## config.mk

```make
export PLATFORM = sky130hd
export DESIGN_NAME = dtd_decoder
export DESIGN_NICKNAME = d
export VERILOG_FILES = /design/src/core/dtd_pkg.sv /design/src/core/dtd_decoder.sv
export VERILOG_INCLUDE_DIRS = /design/src /design/src/core
export SDC_FILE = /design/constraint.sdc
export NUM_CORES = 1
export LEC_CHECK = 0
export ABC_AREA = 0
export ABC_CLOCK_PERIOD_IN_PS = 15700
export BUFFER_PORTS_ARGS = -buffer_cell sky130_fd_sc_hd__buf_2
export CAP_MARGIN = 40
export CORE_ASPECT_RATIO = 0.75
export CORE_UTILIZATION = 55
export DETAILED_ROUTE_END_ITERATION = 8
export PLACE_DENSITY = 0.75
export RECOVER_POWER = 50
export SYNTH_ARGS = -nofsm -noshare
export SYNTH_HDL_FRONTEND = slang
export SYNTH_SLANG_ARGS = --single-unit
```

## constraint.sdc

```tcl
create_clock -name sys_clk -period 15.7 [get_ports sys_clk]
set_clock_uncertainty 0.2 [all_clocks]
set_input_delay 0.785 -clock sys_clk [delete_from_list [all_inputs] [get_ports sys_clk]]
set_output_delay 0.785 -clock sys_clk [all_outputs]
set_load 0.03 [all_outputs]
```

## src/core/dtd_defines.svh

```systemverilog
// constants for the data-transfer decoder: depths, opcode clock counts
`ifndef DTD_DEFINES_SVH
`define DTD_DEFINES_SVH
// ----------------------------------------
// queue
// ----------------------------------------
`define DTD_QDEPTH_16  3'h6
`define DTD_QDEPTH_8   3'h4
// ----------------------------------------
// minimum clocks, register / memory forms
// ----------------------------------------
`define DTD_MOV_RR     7'h02
`define DTD_MOV_RM     7'h0c
`define DTD_MOV_MR     7'h09
`define DTD_MOVI_B     7'h0c
`define DTD_MOVI_W     7'h0d
`define DTD_MOVIR_B    7'h03
`define DTD_MOVIR_W    7'h04
`define DTD_MOVA_LD    7'h08
`define DTD_MOVA_ST    7'h09
`define DTD_SEG_RR     7'h02
`define DTD_TOSEG_M16  7'h09
`define DTD_TOSEG_M8   7'h0d
`define DTD_FRSEG_M16  7'h0b
`define DTD_FRSEG_M8   7'h0f
`define DTD_PUSHM_16   7'h10
`define DTD_PUSHM_8    7'h14
`define DTD_PUSHR_16   7'h0a
`define DTD_PUSHR_8    7'h0e
`define DTD_PUSHS_16   7'h09
`define DTD_PUSHS_8    7'h0d
`define DTD_PUSHI_16   7'h0a
`define DTD_PUSHI_8    7'h0e
`define DTD_PUSHA_16   7'h24
`define DTD_PUSHA_8    7'h44
`define DTD_POPM_16    7'h14
`define DTD_POPM_8     7'h18
`define DTD_POPR_16    7'h0a
`define DTD_POPR_8     7'h0e
`define DTD_POPS_16    7'h08
`define DTD_POPS_8     7'h0c
`define DTD_POPA_16    7'h33
`define DTD_POPA_8     7'h53
`define DTD_XCHG_R     7'h04
`define DTD_XCHG_M     7'h11
`define DTD_XCHG_A     7'h03
`define DTD_IN_FIX     7'h0a
`define DTD_IN_VAR     7'h08
`define DTD_OUT_FIX    7'h09
`define DTD_OUT_VAR    7'h07
`define DTD_LOOKUP_16  7'h0b
`define DTD_LOOKUP_8   7'h0f
`define DTD_LEO        7'h06
`define DTD_LPTR_16    7'h12
`define DTD_LPTR_8     7'h1a
`define DTD_F2AH       7'h02
`define DTD_AH2F       7'h03
`define DTD_PUSHF_16   7'h09
`define DTD_PUSHF_8    7'h0d
`define DTD_POPF_16    7'h08
`define DTD_POPF_8     7'h0c
`define DTD_ILLEGAL    7'h01
`define DTD_MAX_EXTRA  2'h2
`endif

```

## src/core/dtd_pkg.sv

```systemverilog
// types shared by the data-transfer decoder
package dtd_pkg;
    typedef enum logic [1:0] {
        DTD_ST_FETCH = 2'h0,
        DTD_ST_EXEC  = 2'h1
    } dtd_state_t;

    typedef struct packed {
        logic [2:0] len;
        logic [6:0] clk;
        logic       mem;
        logic       ill;
    } dtd_dec_t;
endpackage : dtd_pkg

```

## src/core/dtd_decoder.sv

```systemverilog
// prefetch queue, data-transfer decoder with clock counts, halt/low-power bus pins
`include "dtd_defines.svh"

// Behaviour
// RQ1: halt T1 floats lines after read, else drives
// RQ2: halt holds other control lines inactive
// RQ3: idle or powerdown drives address lines zero
// RQ4: sixteen-bit variant has six-byte prefetch queue
// RQ5: eight-bit variant has four-byte queue, may stall
// RQ6: jump counts include fetch at destination
// RQ7: memory access adds one or two clocks
// RQ8: listed counts are minimums under ideal conditions
// RQ9: segment load from reg/mem, 2/9 or 2/13
// RQ10: segment store to reg/mem, 2/11 or 2/15
// RQ11: table lookup byte, 11 or 15 clocks
// RQ12: load effective offset, 6 clocks
// RQ13: far pointer with data segment, 18/26
// RQ14: far pointer with extra segment, 18/26
// RQ15: flags to high accumulator, 2 clocks
// RQ16: high accumulator to flags, 3 clocks
// RQ17: other moves, stack, exchange, port ops decoded
// RQ18: execution stalls until queue holds whole instruction
module dtd_decoder (
    input  wire logic        sys_clk,
    input  wire logic        rst,
    input  wire logic        variant_8bit,
    input  wire logic        fetch_valid,
    input  wire logic [7:0]  fetch_byte,
    input  wire logic        flush_queue,
    input  wire logic [1:0]  mem_extra,
    input  wire logic        halt_active,
    input  wire logic        halt_t1,
    input  wire logic        low_power,
    input  wire logic [15:0] bus_ad_out,
    input  wire logic        bus_ad_oe_n,
    input  wire logic [3:0]  bus_addr_hi,
    input  wire logic        bus_rd_n,
    input  wire logic        bus_wr_n,
    input  wire logic        bus_ale,
    output logic             fetch_ready,
    output logic             insn_valid,
    output logic [7:0]       insn_opcode,
    output logic [7:0]       insn_modrm,
    output logic [2:0]       insn_len,
    output logic [6:0]       insn_clocks,
    output logic             insn_illegal,
    output logic             exec_busy,
    output logic             exec_stall,
    output logic [15:0]      addr_data_lines,
    output logic             addr_data_oe_n,
    output logic [3:0]       addr_hi_lines,
    output logic             rd_n,
    output logic             wr_n,
    output logic             ale
);
    // ----------------------------------------
    // decode table
    // ----------------------------------------
    function automatic dtd_pkg::dtd_dec_t decode(
        input logic [7:0] b0,
        input logic [7:0] b1,
        input logic       have2,
        input logic       v8
    );
        dtd_pkg::dtd_dec_t d;
        logic              rr;
        logic [2:0]        disp;
        logic              mrm;
        d    = '0;
        rr   = (b1[7:6] == 2'h3);
        mrm  = 1'b0;
        disp = (b1[7:6] == 2'h1) ? 3'h1 : 3'h0;
        if (b1[7:6] == 2'h2 || (b1[7:6] == 2'h0 && b1[2:0] == 3'h6)) begin
            disp = 3'h2;
        end
        d.len = 3'h1;
        casez (b0)
            8'b1000_100?: {mrm, d.clk} = {1'b1, rr ? `DTD_MOV_RR : `DTD_MOV_RM};
            8'b1000_101?: {mrm, d.clk} = {1'b1, rr ? `DTD_MOV_RR : `DTD_MOV_MR};
            8'b1100_011?: begin
                mrm            = 1'b1;
                {d.len, d.clk} = b0[0] ? {3'h3, `DTD_MOVI_W} : {3'h2, `DTD_MOVI_B};
            end
            8'b1011_????: {d.len, d.clk} = b0[3] ? {3'h3, `DTD_MOVIR_W} : {3'h2, `DTD_MOVIR_B};
            8'b1010_00??: {d.len, d.mem, d.clk} = {3'h3, 1'b1, b0[1] ? `DTD_MOVA_ST : `DTD_MOVA_LD};
            8'b1000_1110: begin
                {mrm, d.ill} = {1'b1, b1[5]};
                d.clk        = rr ? `DTD_SEG_RR : (v8 ? `DTD_TOSEG_M8 : `DTD_TOSEG_M16); // [RQ9]
            end
            8'b1000_1100: begin
                {mrm, d.ill} = {1'b1, b1[5]};
                d.clk        = rr ? `DTD_SEG_RR : (v8 ? `DTD_FRSEG_M8 : `DTD_FRSEG_M16); // [RQ10]
            end
            8'b1111_1111: begin
                {mrm, d.ill, d.mem} = {1'b1, b1[5:3] != 3'h6, 1'b1};
                d.clk               = v8 ? `DTD_PUSHM_8 : `DTD_PUSHM_16; // [RQ17]
            end
            8'b1000_1111: begin
                {mrm, d.ill, d.mem} = {1'b1, b1[5:3] != 3'h0, 1'b1};
                d.clk               = v8 ? `DTD_POPM_8 : `DTD_POPM_16;
            end
            8'b0101_0???: {d.mem, d.clk} = {1'b1, v8 ? `DTD_PUSHR_8 : `DTD_PUSHR_16};
            8'b0101_1???: {d.mem, d.clk} = {1'b1, v8 ? `DTD_POPR_8 : `DTD_POPR_16};
            8'b000?_?110: {d.mem, d.clk} = {1'b1, v8 ? `DTD_PUSHS_8 : `DTD_PUSHS_16};
            8'b000?_?111: begin
                // popping the code segment is not a valid encoding
                {d.ill, d.mem} = {b0[4:3] == 2'h1, 1'b1};
                d.clk          = v8 ? `DTD_POPS_8 : `DTD_POPS_16;
            end
            8'b0110_10?0: begin
                {d.len, d.mem} = {b0[1] ? 3'h2 : 3'h3, 1'b1};
                d.clk          = v8 ? `DTD_PUSHI_8 : `DTD_PUSHI_16;
            end
            8'b0110_0000: {d.mem, d.clk} = {1'b1, v8 ? `DTD_PUSHA_8 : `DTD_PUSHA_16};
            8'b0110_0001: {d.mem, d.clk} = {1'b1, v8 ? `DTD_POPA_8 : `DTD_POPA_16};
            8'b1000_011?: {mrm, d.clk} = {1'b1, rr ? `DTD_XCHG_R : `DTD_XCHG_M};
            8'b1001_0???: d.clk = `DTD_XCHG_A;
            8'b1110_010?: {d.len, d.clk} = {3'h2, `DTD_IN_FIX};
            8'b1110_110?: d.clk = `DTD_IN_VAR;
            8'b1110_011?: {d.len, d.clk} = {3'h2, `DTD_OUT_FIX};
            8'b1110_111?: d.clk = `DTD_OUT_VAR;
            8'b1101_0111: {d.mem, d.clk} = {1'b1, v8 ? `DTD_LOOKUP_8 : `DTD_LOOKUP_16}; // [RQ11]
            8'b1000_1101: {mrm, d.clk} = {1'b1, `DTD_LEO}; // [RQ12]
            8'b1100_010?: begin
                {mrm, d.ill} = {1'b1, rr}; // [RQ13] [RQ14]
                d.clk        = v8 ? `DTD_LPTR_8 : `DTD_LPTR_16; // [RQ13] [RQ14]
            end
            8'b1001_1111: d.clk = `DTD_F2AH; // [RQ15]
            8'b1001_1110: d.clk = `DTD_AH2F; // [RQ16]
            8'b1001_1100: {d.mem, d.clk} = {1'b1, v8 ? `DTD_PUSHF_8 : `DTD_PUSHF_16};
            8'b1001_1101: {d.mem, d.clk} = {1'b1, v8 ? `DTD_POPF_8 : `DTD_POPF_16};
            default: d.ill = 1'b1;
        endcase
        if (mrm) begin
            // until the modrm byte is queued only two bytes are needed, and a stale one proves nothing
            d.len = have2 ? d.len + 3'h1 + (rr ? 3'h0 : disp) : 3'h2;
            d.mem = d.mem | !rr;
            d.ill = d.ill && have2;
        end
        if (d.ill) begin
            {d.len, d.mem, d.clk} = {3'h1, 1'b0, `DTD_ILLEGAL};
        end
        return d;
    endfunction : decode

    // ----------------------------------------
    // state
    // ----------------------------------------
    logic [7:0]          q_reg [6];
    logic [7:0]          q_next [6];
    logic [2:0]          cnt_reg, cnt_next;
    logic                v8_reg, v8_next;
    dtd_pkg::dtd_state_t st_reg, st_next;
    logic [6:0]          left_reg, left_next;
    logic                fr_reg, fr_next;
    logic                iv_reg, iv_next;
    logic [7:0]          op_reg, op_next;
    logic [7:0]          mrm_reg, mrm_next;
    logic [2:0]          len_reg, len_next;
    logic [6:0]          clk_reg, clk_next;
    logic                ill_reg, ill_next;
    logic                busy_reg, busy_next;
    logic                stall_reg, stall_next;
    dtd_pkg::dtd_dec_t   dec;
    logic                take;
    logic [2:0]          pop;
    logic [1:0]          extra;

    // ----------------------------------------
    // queue and execution sequencing
    // ----------------------------------------
    always_comb begin
        v8_next    = v8_reg;
        dec        = decode(q_reg[0], q_reg[1], cnt_reg >= 3'h2, v8_reg);
        take       = (st_reg == dtd_pkg::DTD_ST_FETCH) && !flush_queue && (cnt_reg >= dec.len); // [RQ18]
        pop        = take ? dec.len : 3'h0;
        extra      = (mem_extra > `DTD_MAX_EXTRA) ? `DTD_MAX_EXTRA : mem_extra;
        st_next    = st_reg;
        left_next  = left_reg;
        iv_next    = 1'b0;
        op_next    = op_reg;
        mrm_next   = mrm_reg;
        len_next   = len_reg;
        clk_next   = clk_reg;
        ill_next   = ill_reg;
        stall_next = (st_reg == dtd_pkg::DTD_ST_FETCH) && !take; // [RQ5] [RQ18]
        for (int i = 0; i < 6; i++) begin
            q_next[i] = (i + int'(pop) < 6) ? q_reg[i + int'(pop)] : q_reg[i];
        end
        cnt_next = cnt_reg - pop;
        if (flush_queue) begin
            // a taken jump restarts fetching; its destination fetch is in its own count
            cnt_next = 3'h0; // [RQ6]
        end else if (fetch_valid && fr_reg) begin
            q_next[cnt_next] = fetch_byte; // [RQ4] [RQ5]
            cnt_next         = cnt_next + 3'h1;
        end
        fr_next = cnt_next < (v8_reg ? `DTD_QDEPTH_8 : `DTD_QDEPTH_16); // [RQ4] [RQ5]
        case (st_reg)
            dtd_pkg::DTD_ST_FETCH: begin
                if (take) begin
                    iv_next  = 1'b1;
                    op_next  = q_reg[0];
                    mrm_next = q_reg[1];
                    len_next = dec.len;
                    ill_next = dec.ill;
                    // minimum plus handshake slip on memory forms
                    clk_next = dec.clk + (dec.mem ? {5'h00, extra} : 7'h00); // [RQ7] [RQ8]
                    if (clk_next > 7'h01) begin
                        left_next = clk_next - 7'h01;
                        st_next   = dtd_pkg::DTD_ST_EXEC;
                    end
                end
            end
            dtd_pkg::DTD_ST_EXEC: begin
                left_next = left_reg - 7'h01;
                if (left_reg == 7'h01) begin
                    st_next = dtd_pkg::DTD_ST_FETCH;
                end
            end
            default: st_next = dtd_pkg::DTD_ST_FETCH;
        endcase
        busy_next = (st_next == dtd_pkg::DTD_ST_EXEC);
    end

    always_ff @(posedge sys_clk) begin
        if (rst) begin
            q_reg     <= '{default: 8'h00};
            cnt_reg   <= 3'h0;
            v8_reg    <= variant_8bit;
            st_reg    <= dtd_pkg::DTD_ST_FETCH;
            left_reg  <= 7'h00;
            fr_reg    <= 1'b0;
            iv_reg    <= 1'b0;
            op_reg    <= 8'h00;
            mrm_reg   <= 8'h00;
            len_reg   <= 3'h0;
            clk_reg   <= 7'h00;
            ill_reg   <= 1'b0;
            busy_reg  <= 1'b0;
            stall_reg <= 1'b0;
        end else begin
            q_reg     <= q_next;
            cnt_reg   <= cnt_next;
            v8_reg    <= v8_next;
            st_reg    <= st_next;
            left_reg  <= left_next;
            fr_reg    <= fr_next;
            iv_reg    <= iv_next;
            op_reg    <= op_next;
            mrm_reg   <= mrm_next;
            len_reg   <= len_next;
            clk_reg   <= clk_next;
            ill_reg   <= ill_next;
            busy_reg  <= busy_next;
            stall_reg <= stall_next;
        end
    end

    // ----------------------------------------
    // bus pins in halt and low-power
    // ----------------------------------------
    logic [15:0] ad_reg, ad_next;
    logic        oe_n_reg, oe_n_next;
    logic [3:0]  ahi_reg, ahi_next;
    logic        rd_n_reg, rd_n_next;
    logic        wr_n_reg, wr_n_next;
    logic        ale_reg, ale_next;
    logic        prd_reg, prd_next;

    always_comb begin
        prd_next  = prd_reg;
        if (!bus_rd_n) begin
            prd_next = 1'b1;
        end else if (!bus_wr_n) begin
            prd_next = 1'b0;
        end
        ad_next   = bus_ad_out;
        oe_n_next = bus_ad_oe_n;
        ahi_next  = bus_addr_hi;
        rd_n_next = bus_rd_n;
        wr_n_next = bus_wr_n;
        ale_next  = bus_ale;
        if (low_power) begin
            ad_next   = 16'h0000; // [RQ3]
            oe_n_next = 1'b0; // [RQ3]
            ahi_next  = 4'h0; // [RQ3]
            {rd_n_next, wr_n_next, ale_next} = 3'h6;
        end else if (halt_active) begin
            // contents are meaningless; holding the old value saves toggling
            ad_next   = ad_reg; // [RQ1]
            oe_n_next = halt_t1 && prd_reg; // [RQ1]
            rd_n_next = 1'b1; // [RQ2]
            wr_n_next = 1'b1; // [RQ2]
            ale_next  = 1'b0; // [RQ2]
        end
    end

    always_ff @(posedge sys_clk) begin
        if (rst) begin
            ad_reg   <= 16'h0000;
            oe_n_reg <= 1'b1;
            ahi_reg  <= 4'h0;
            rd_n_reg <= 1'b1;
            wr_n_reg <= 1'b1;
            ale_reg  <= 1'b0;
            prd_reg  <= 1'b0;
        end else begin
            ad_reg   <= ad_next;
            oe_n_reg <= oe_n_next;
            ahi_reg  <= ahi_next;
            rd_n_reg <= rd_n_next;
            wr_n_reg <= wr_n_next;
            ale_reg  <= ale_next;
            prd_reg  <= prd_next;
        end
    end

    assign fetch_ready     = fr_reg;
    assign insn_valid      = iv_reg;
    assign insn_opcode     = op_reg;
    assign insn_modrm      = mrm_reg;
    assign insn_len        = len_reg;
    assign insn_clocks     = clk_reg;
    assign insn_illegal    = ill_reg;
    assign exec_busy       = busy_reg;
    assign exec_stall      = stall_reg;
    assign addr_data_lines = ad_reg;
    assign addr_data_oe_n  = oe_n_reg;
    assign addr_hi_lines   = ahi_reg;
    assign rd_n            = rd_n_reg;
    assign wr_n            = wr_n_reg;
    assign ale             = ale_reg;
endmodule : dtd_decoder

```

==> impl_metrics.yaml, run 1 <==
clocking:
  cts_buffer_depth: 2
  clk_pin_slew_worst_paths_ns: 0.06
  cts_tree: "done"
  cts_setup_buffers: 0
  h-tree-depth: 4
  clock-sinks: 117
  cts.repair.resized: 0
  cts-buffers-inserted: 17
  hold_buffers: 0
  clkLatencyLatePin_ns: 0.43
  root_buffer: "clkbuf_16"
timing:
  finalCritPeriodShare_pct: 57.1
  rsz0062_at_grt: "false"
  worst_slew_pin_slew_ns: 2.69
  setup_tns_ns: 0
  fmax_mhz: 112
  final_max_slew_viol_count: 106
  finalHoldViolCount: 0
  slew-limit-headroom_pct: -79.0
  final.min_clock_period_ns: 8.96
  setup_violations: 0
  hold_ws_ns: 0.251
power_and_ir_drop:
  comb_power_share_pct: 12.2
  finalPower_uw: 803
  p_clk_share_pct: 47.7
  p_int_uw: 562
  p_leak_nw: 3.28
  ir_worst_vdd_v: 0.0000827
  seq_power_share_pct: 40.1
  power_density_mw_per_mm2: 87.8
  switchingPower_uw: 241
  swShare_pct: 30.1
drt:
  antenna_left: 0
  avgViaCountPerCell: 6.70
  drtPass1Iterations: 7
  post_drt_wl_per_cell_um: 22.4
  drcViolationCount: 0
  num_vias: 8431
  wl_um: 28200
  drt-initial-drc-count: 1391
synth:
  synthTopCellsByArea: "dfxtp_1 (28%), mux2i_1 (10%), nand2_1 (4.7%)"
  synth_area_per_cell_um2: 8.19
  yosysSeqAreaShare_pct: 28.6
  async_reset_ff_share_pct: 0
  syn_inst: 1005
  synthesis.nets: 1068
  netlist.top_cell.by_area: "dfxtp_1"
  synth_ff_type: "dfxtp_1"
  yosysUniqueCellTypes: 96
  synth_edf_count: 1
  syn_area_mm2: 0.00823
  ys_seq_elements: 117
  synth_top_area_share_pct: 28.2
  synth_warnings: 0
hold_path:
  hp-class: "flip-flop to flip-flop"
finish:
  nNetsFinal: 1108
  fin_util_pct: 62.8
  largest_register_ffs: 48
  layout-drive-gt1-share_pct: 10.7
  fillers: 1316
  antenna_cells: 0
  multi_input_area_mm2: 0.00538
  syn2layout_area_growth_pct: 11.1
  seq_area_mm2: 0.00235
critical_path:
  cp.required_ns: 15.71
  cp-start-kind: "flip-flop"
  cp-end-kind: "flip-flop"
  crit_fanout: 36
  critical_path_arrival_ns: 8.97
  critical_path_class: "flip-flop to flip-flop"
die:
  coreArea_mm2: 0.0145
  die_h_um: 108
  dieArea_mm2: 0.0155
  ioPinCount: 97
  start_util_pct: 56.6
  die_width_um: 143
  rows: 38
flow_run:
  drv_cap: 3
global_route:
  antenna_found_initial: 0
  grt_pass1_wl_um: 43100
  grt.overflow.total: 0
  grt_pass1_vias: 7438
  grtUsageTotal_pct: 37.1
  grt_max_degree: 56
place:
  routabilityCongestion: 1.00
  portBuffers: 96
  post-dp-hpwl_um: 19500
run_status:
  violations: "max-capacitance violations, max-slew violations"
  status: "finished with violations"
## final timing paths
path | slack [ns] | endpoint | cells past startpoint | startpoint
worst max-delay path | 6.74 | q_reg[23] | 19 | q_reg[45]
worst min-delay path | 0.25 | insn_clocks[3] | 2 | insn_clocks[3]
worst max register to register | 6.74 | q_reg[23] | 19 | q_reg[45]
worst min register to register | 0.25 | insn_clocks[3] | 2 | insn_clocks[3]
## metrics by stage
stage          setup WS (ns)  cell area, um^2  cells
3_3_place_gp            8.21             8660   1225
6_report                6.74             9140   1258
3_5_place_dp            8.04             8690   1226
5_1_grt                 6.24             9140   1258
2_1_floorplan           9.06             8230   1005
4_1_cts                 7.99             9260   1258
## worst max-delay path, stage by stage (launching register included)
cell and delay [ns]:
dfxtp_1 0.98, nand4bb_1 0.26, or3_1 0.40, o211ai_1 0.13, nor2_1 0.08, ha_1 0.21
fa_1 0.36, nor4_1 1.29, clkinv_1 0.58, ha_1 0.46, a21o_1 0.12, nand2_1 0.10
a31oi_4 0.16, buf_4 0.49, inv_4 0.33, ha_1 0.85, inv_1 0.48, a221oi_2 0.89
o211a_1 0.27, o32ai_1 0.09
## power by group through the flow
| stage | Clock [mW] | Sequential [mW] | Combinational (mW) |
|---|---|---|---|
| final | 0.383 | 0.322 | 0.0980 |
| after CTS | 0.386 | 0.320 | 0.0973 |
| after global routing | 0.400 | 0.322 | 0.104 |
| after detailed placement | 0 | 0.327 | 0.0968 |
| after global placement | 0 | 0.326 | 0.0957 |
| after floorplan | 0 | 0.324 | 0.0678 |
## cell usage in the layout (no fill, tap or decap), types with 10 or more instances in the layout
cell / Yosys / final
o211ai_1: 10 / 10
o21ai_0: 24 / 24
ha_1: 18 / 18
nand2_1: 102 / 102
nand3_1: 28 / 28
clkbuf_1: 50 / 60
a21oi_1: 47 / 47
nor3_1: 37 / 37
buf_2: 22 / 40
inv_1: 24 / 24
o22ai_1: 10 / 10
nor4_1: 10 / 11
nor2_1: 96 / 96
clkbuf_16: 0 / 17
a211oi_1: 37 / 37
nand2b_1: 24 / 24
dfxtp_1: 116 / 116
mux2i_1: 85 / 85
a221oi_1: 11 / 11
o31a_1: 10 / 10
## final cells by class
class / instances / area share, %
Multi-Input combinational cell: 774 / 58.8
Tap cell: 200 / 2.74
Clock inverter: 14 / 1.59
Sequential cell: 117 / 25.7
Clock buffer: 18 / 4.69
Timing Repair Buffer: 106 / 5.19
Inverter: 29 / 1.25
## synth_stat cells, drive strengths merged (9+ instances only)
library cell  instances
nor2                 96
a221oi               12
nand2               103
a22oi                 9
nor3                 37
a211oi               39
o21ai                26
a2111oi              10
o22ai                10
o2bb2ai               9
mux2i                85
and2                  9
o211ai               10
o31a                 10
nor4                 12
a222oi                9
ha                   18
mux2                  9
inv                  27
dfxtp               116
or3                   9
a21oi                47
nand3                28
xnor2                10
buf                  34
o221ai               10
nand2b               24
clkbuf               51
## kinds of logic (layout without fill, tap and decap cells)
logic type                 count (synthesis)  after routing  synth area share, %
DFF                                      117            117                 28.6
adders and majority gates                 21             21                 3.47
xor gates and xnor gates                  13             13                 1.82
AOI/OAI and AO/OA                        269            269                 25.4
muxes                                     95             95                 11.8
and+or+nand+nor                          375            375                 23.0
other                                      1              1               0.0456
buffers and inverters                    114            167                 5.88
## routing by layer
layer / GRT usage (%) / vias to the layer above / routed length, um
li1: - / 3856 / -
met1: 53.9 / 3913 / 12100
met2: 48.8 / 605 / 11000
met3: 16.1 / 57 / 4420
met4: 10.0 / 0 / 599
met5: 0 / - / 0
Note: power is estimated with default switching activity, not from simulation.
==> run 2: changes to the inputs <==
--- a/config.mk
+++ b/config.mk
@@ -7,13 +7,13 @@
 export NUM_CORES = 1
 export LEC_CHECK = 0
 export ABC_AREA = 0
-export ABC_CLOCK_PERIOD_IN_PS = 15700
+export ABC_CLOCK_PERIOD_IN_PS = 7190
 export BUFFER_PORTS_ARGS = -buffer_cell sky130_fd_sc_hd__buf_2
 export CAP_MARGIN = 40
 export CORE_ASPECT_RATIO = 0.75
-export CORE_UTILIZATION = 55
+export CORE_UTILIZATION = 54
 export DETAILED_ROUTE_END_ITERATION = 8
-export PLACE_DENSITY = 0.75
+export PLACE_DENSITY = 0.77
 export RECOVER_POWER = 50
 export SYNTH_ARGS = -nofsm -noshare
 export SYNTH_HDL_FRONTEND = slang
==> constraint.sdc (replaced) <==
create_clock -name sys_clk -period 7.19 [get_ports sys_clk]
set_clock_uncertainty 0.2 [all_clocks]
set_input_delay 0.3595 -clock sys_clk [delete_from_list [all_inputs] [get_ports sys_clk]]
set_output_delay 0.3595 -clock sys_clk [all_outputs]
set_load 0.03 [all_outputs]
==> run 2 against run 1 <==
Net effect: the run now ends clean; cell count rose by 2.9%; clock-buffer cell count is 1 lower; final area grew 4.1%; sequential power up 120%; clock power rose by 130%; die area grew 1.8%; wire length up 5.3%; largest power group unchanged; sequential share of layout area decreased by 1.0 points.
==> impl_metrics.yaml, run 2 (same netlist as run 1, synthesis figures left out) <==
die:
  die_h_um: 109
  dieArea_mm2: 0.0157
  start_util_pct: 56.0
  rows: 38
  die_width_um: 145
  coreArea_mm2: 0.0147
  ioPinCount: 97
critical_path:
  r2r_start: "q_reg[43]"
  max_stage_delay_ns: 0.82
  slowest_stage: "dfxtp_1"
  cp.required_ns: 7.31
  reg2reg_to: "q_reg[10]"
  reg2reg_slack_ns: 0.42
  critical_path_class: "flip-flop to flip-flop"
  cp_cell_sequence: "or3b_1 > o22ai_1 > o211ai_1 > nor2_1 > ha_1 > or3_1 > and3_1 > inv_1 > ha_1 > nand2b_1 > a21o_1 > a21o_1 > and2_1 > o31a_1 > inv_1 > fa_1 > nor3_1 > nor3b_2 > a2111oi_0 > a2111oi_1"
  cp-start-kind: "flip-flop"
  critical_path_arrival_ns: 6.89
  reg2reg_depth: 20
  cp-end-kind: "flip-flop"
  crit_fanout: 19
drt:
  drtPass1Iterations: 8
  antenna_left: 0
  drt-initial-drc-count: 1394
  post_drt_wl_per_cell_um: 22.9
  num_vias: 8841
  avgViaCountPerCell: 6.83
  drcViolationCount: 0
  wl_um: 29600
finish:
  final_cell_mix: "dfxtp_1 (116), nand2_1 (102), nor2_1 (96), mux2i_1 (85), clkbuf_1 (57)"
  antenna_cells: 0
  final_cells: 1295
  final_area_mm2: 0.00952
  syn2layout_area_growth_pct: 15.7
  final_common_cell: "dfxtp_1"
  fillers: 1233
  nNetsFinal: 1145
  layout-drive-gt1-share_pct: 11.6
  largest_register_ffs: 48
clocking:
  h-tree-depth: 4
  root_buffer: "clkbuf_16"
  cts_buffer_depth: 2
  cts_tree: "done"
  clk_pin_slew_worst_paths_ns: 0.06
  clock-sinks: 117
  cts-buffers-inserted: 17
  clkLatencyLatePin_ns: 0.44
timing:
  fmax_mhz: 148
  fin_ws_ns: 0.418
  worst_slew_pin_slew_ns: 0.988
  final_max_slew_viol_count: 0
  finalCritPeriodShare_pct: 94.2
  setup_tns_ns: 0
  setup_violations: 0
  slew-limit-headroom_pct: 34.1
  rsz0062_at_grt: "false"
  finalHoldViolCount: 0
  final.min_clock_period_ns: 6.77
power_and_ir_drop:
  power_density_mw_per_mm2: 189
  ir_worst_vdd_v: 0.000165
  p_leak_nw: 3.46
  finalPower_mw: 1.80
place:
  portBuffers: 96
  preCtsSetupSlack_ns: 0.594
  dp.cells: 1236
  routabilityCongestion: 1.02
  placed_area_mm2: 0.00874
  post-dp-hpwl_um: 19800
run_status:
  status: "finished clean"
hold_path:
  hold_start: "flush_queue"
  hp-class: "input port to flip-flop"
  hold_end: "cnt_reg[0]"
  hold-path-cell-count: 2
global_route:
  grt.overflow.total: 0
  antenna_found_initial: 0
  grt_pass1_vias: 7850
  grt_max_degree: 66
  grtUsageTotal_pct: 38.0
  grt_pass1_wl_um: 45000
flow_run:
  drv_cap: 0
-- run 2: cell count changes in the layout (fill, tap and decap cells not counted), sizes merged --
cell	delta
buf	+12
clkbuf	-3
inv	+6
clkinv	-4
dlygate4sd3	+27
clkinvlp	-1
-- run 2: worst max path at each step --
stage	startpoint	to	slack, ns
floorplan	q_reg[40]	q_reg[10]	0.55
global placement	q_reg[43]	q_reg[7]	0.76
detailed placement	q_reg[43]	q_reg[11]	0.59
CTS	q_reg[43]	q_reg[10]	0.56
global route	q_reg[43]	q_reg[10]	0.07
finish	q_reg[43]	q_reg[10]	0.42
-- run 2: through the flow --
step	hold WS [ns]	utilization, %
after global placement	0.240	59.5
final	0.0248	64.8
after floorplan	0.237	-
after CTS	0.0171	65.3
after detailed placement	0.246	59.5
after global routing	0.0327	64.8
-- run 2: where the power goes --
group	internal, mW	switching, mW	leakage (nW)
sequential	0.667	0.0322	0.950
combinational	0.0871	0.152	2.22
clock	0.491	0.372	0.288
-- run 2: worst max-delay path: cells and delay by family (launching register included) --
kind / cells / cell delay [ns]
buffers and inverters: 2 / 0.28
AO/OA/AOI/OAI: 7 / 1.48
AND/OR/NAND/NOR: 8 / 2.90
adder cells (fa/ha/maj): 3 / 0.98
flip-flops: 1 / 0.82
-- run 2: timing repair --
action | 4_1_cts | 5_1_grt
hold buffers | 27 | 0
hold endpoints to repair | 27 | 0
setup buffers | 0 | 0
resized for setup | 0 | 0
-- run 2: metal layers --
metal / wire [um] / vias to the layer above / GRT usage, % / share of wire (%)
met5: 0 / - / 0 / 0
met4: 1050 / 0 / 14.2 / 3.5
met3: 4440 / 108 / 14.4 / 15
met2: 12000 / 668 / 52.5 / 41
met1: 12100 / 4146 / 52.9 / 41
li1: - / 3919 / - / -
-- run 2: area by class of cell --
type	instances	area, um^2	share of cell area, %
Clock buffer	17	425	4.47
Clock inverter	15	158	1.66
Inverter	29	114	1.20
Multi-Input combinational cell	774	5390	56.6
Sequential cell	117	2350	24.7
Tap cell	200	250	2.63
Timing Repair Buffer	143	830	8.71
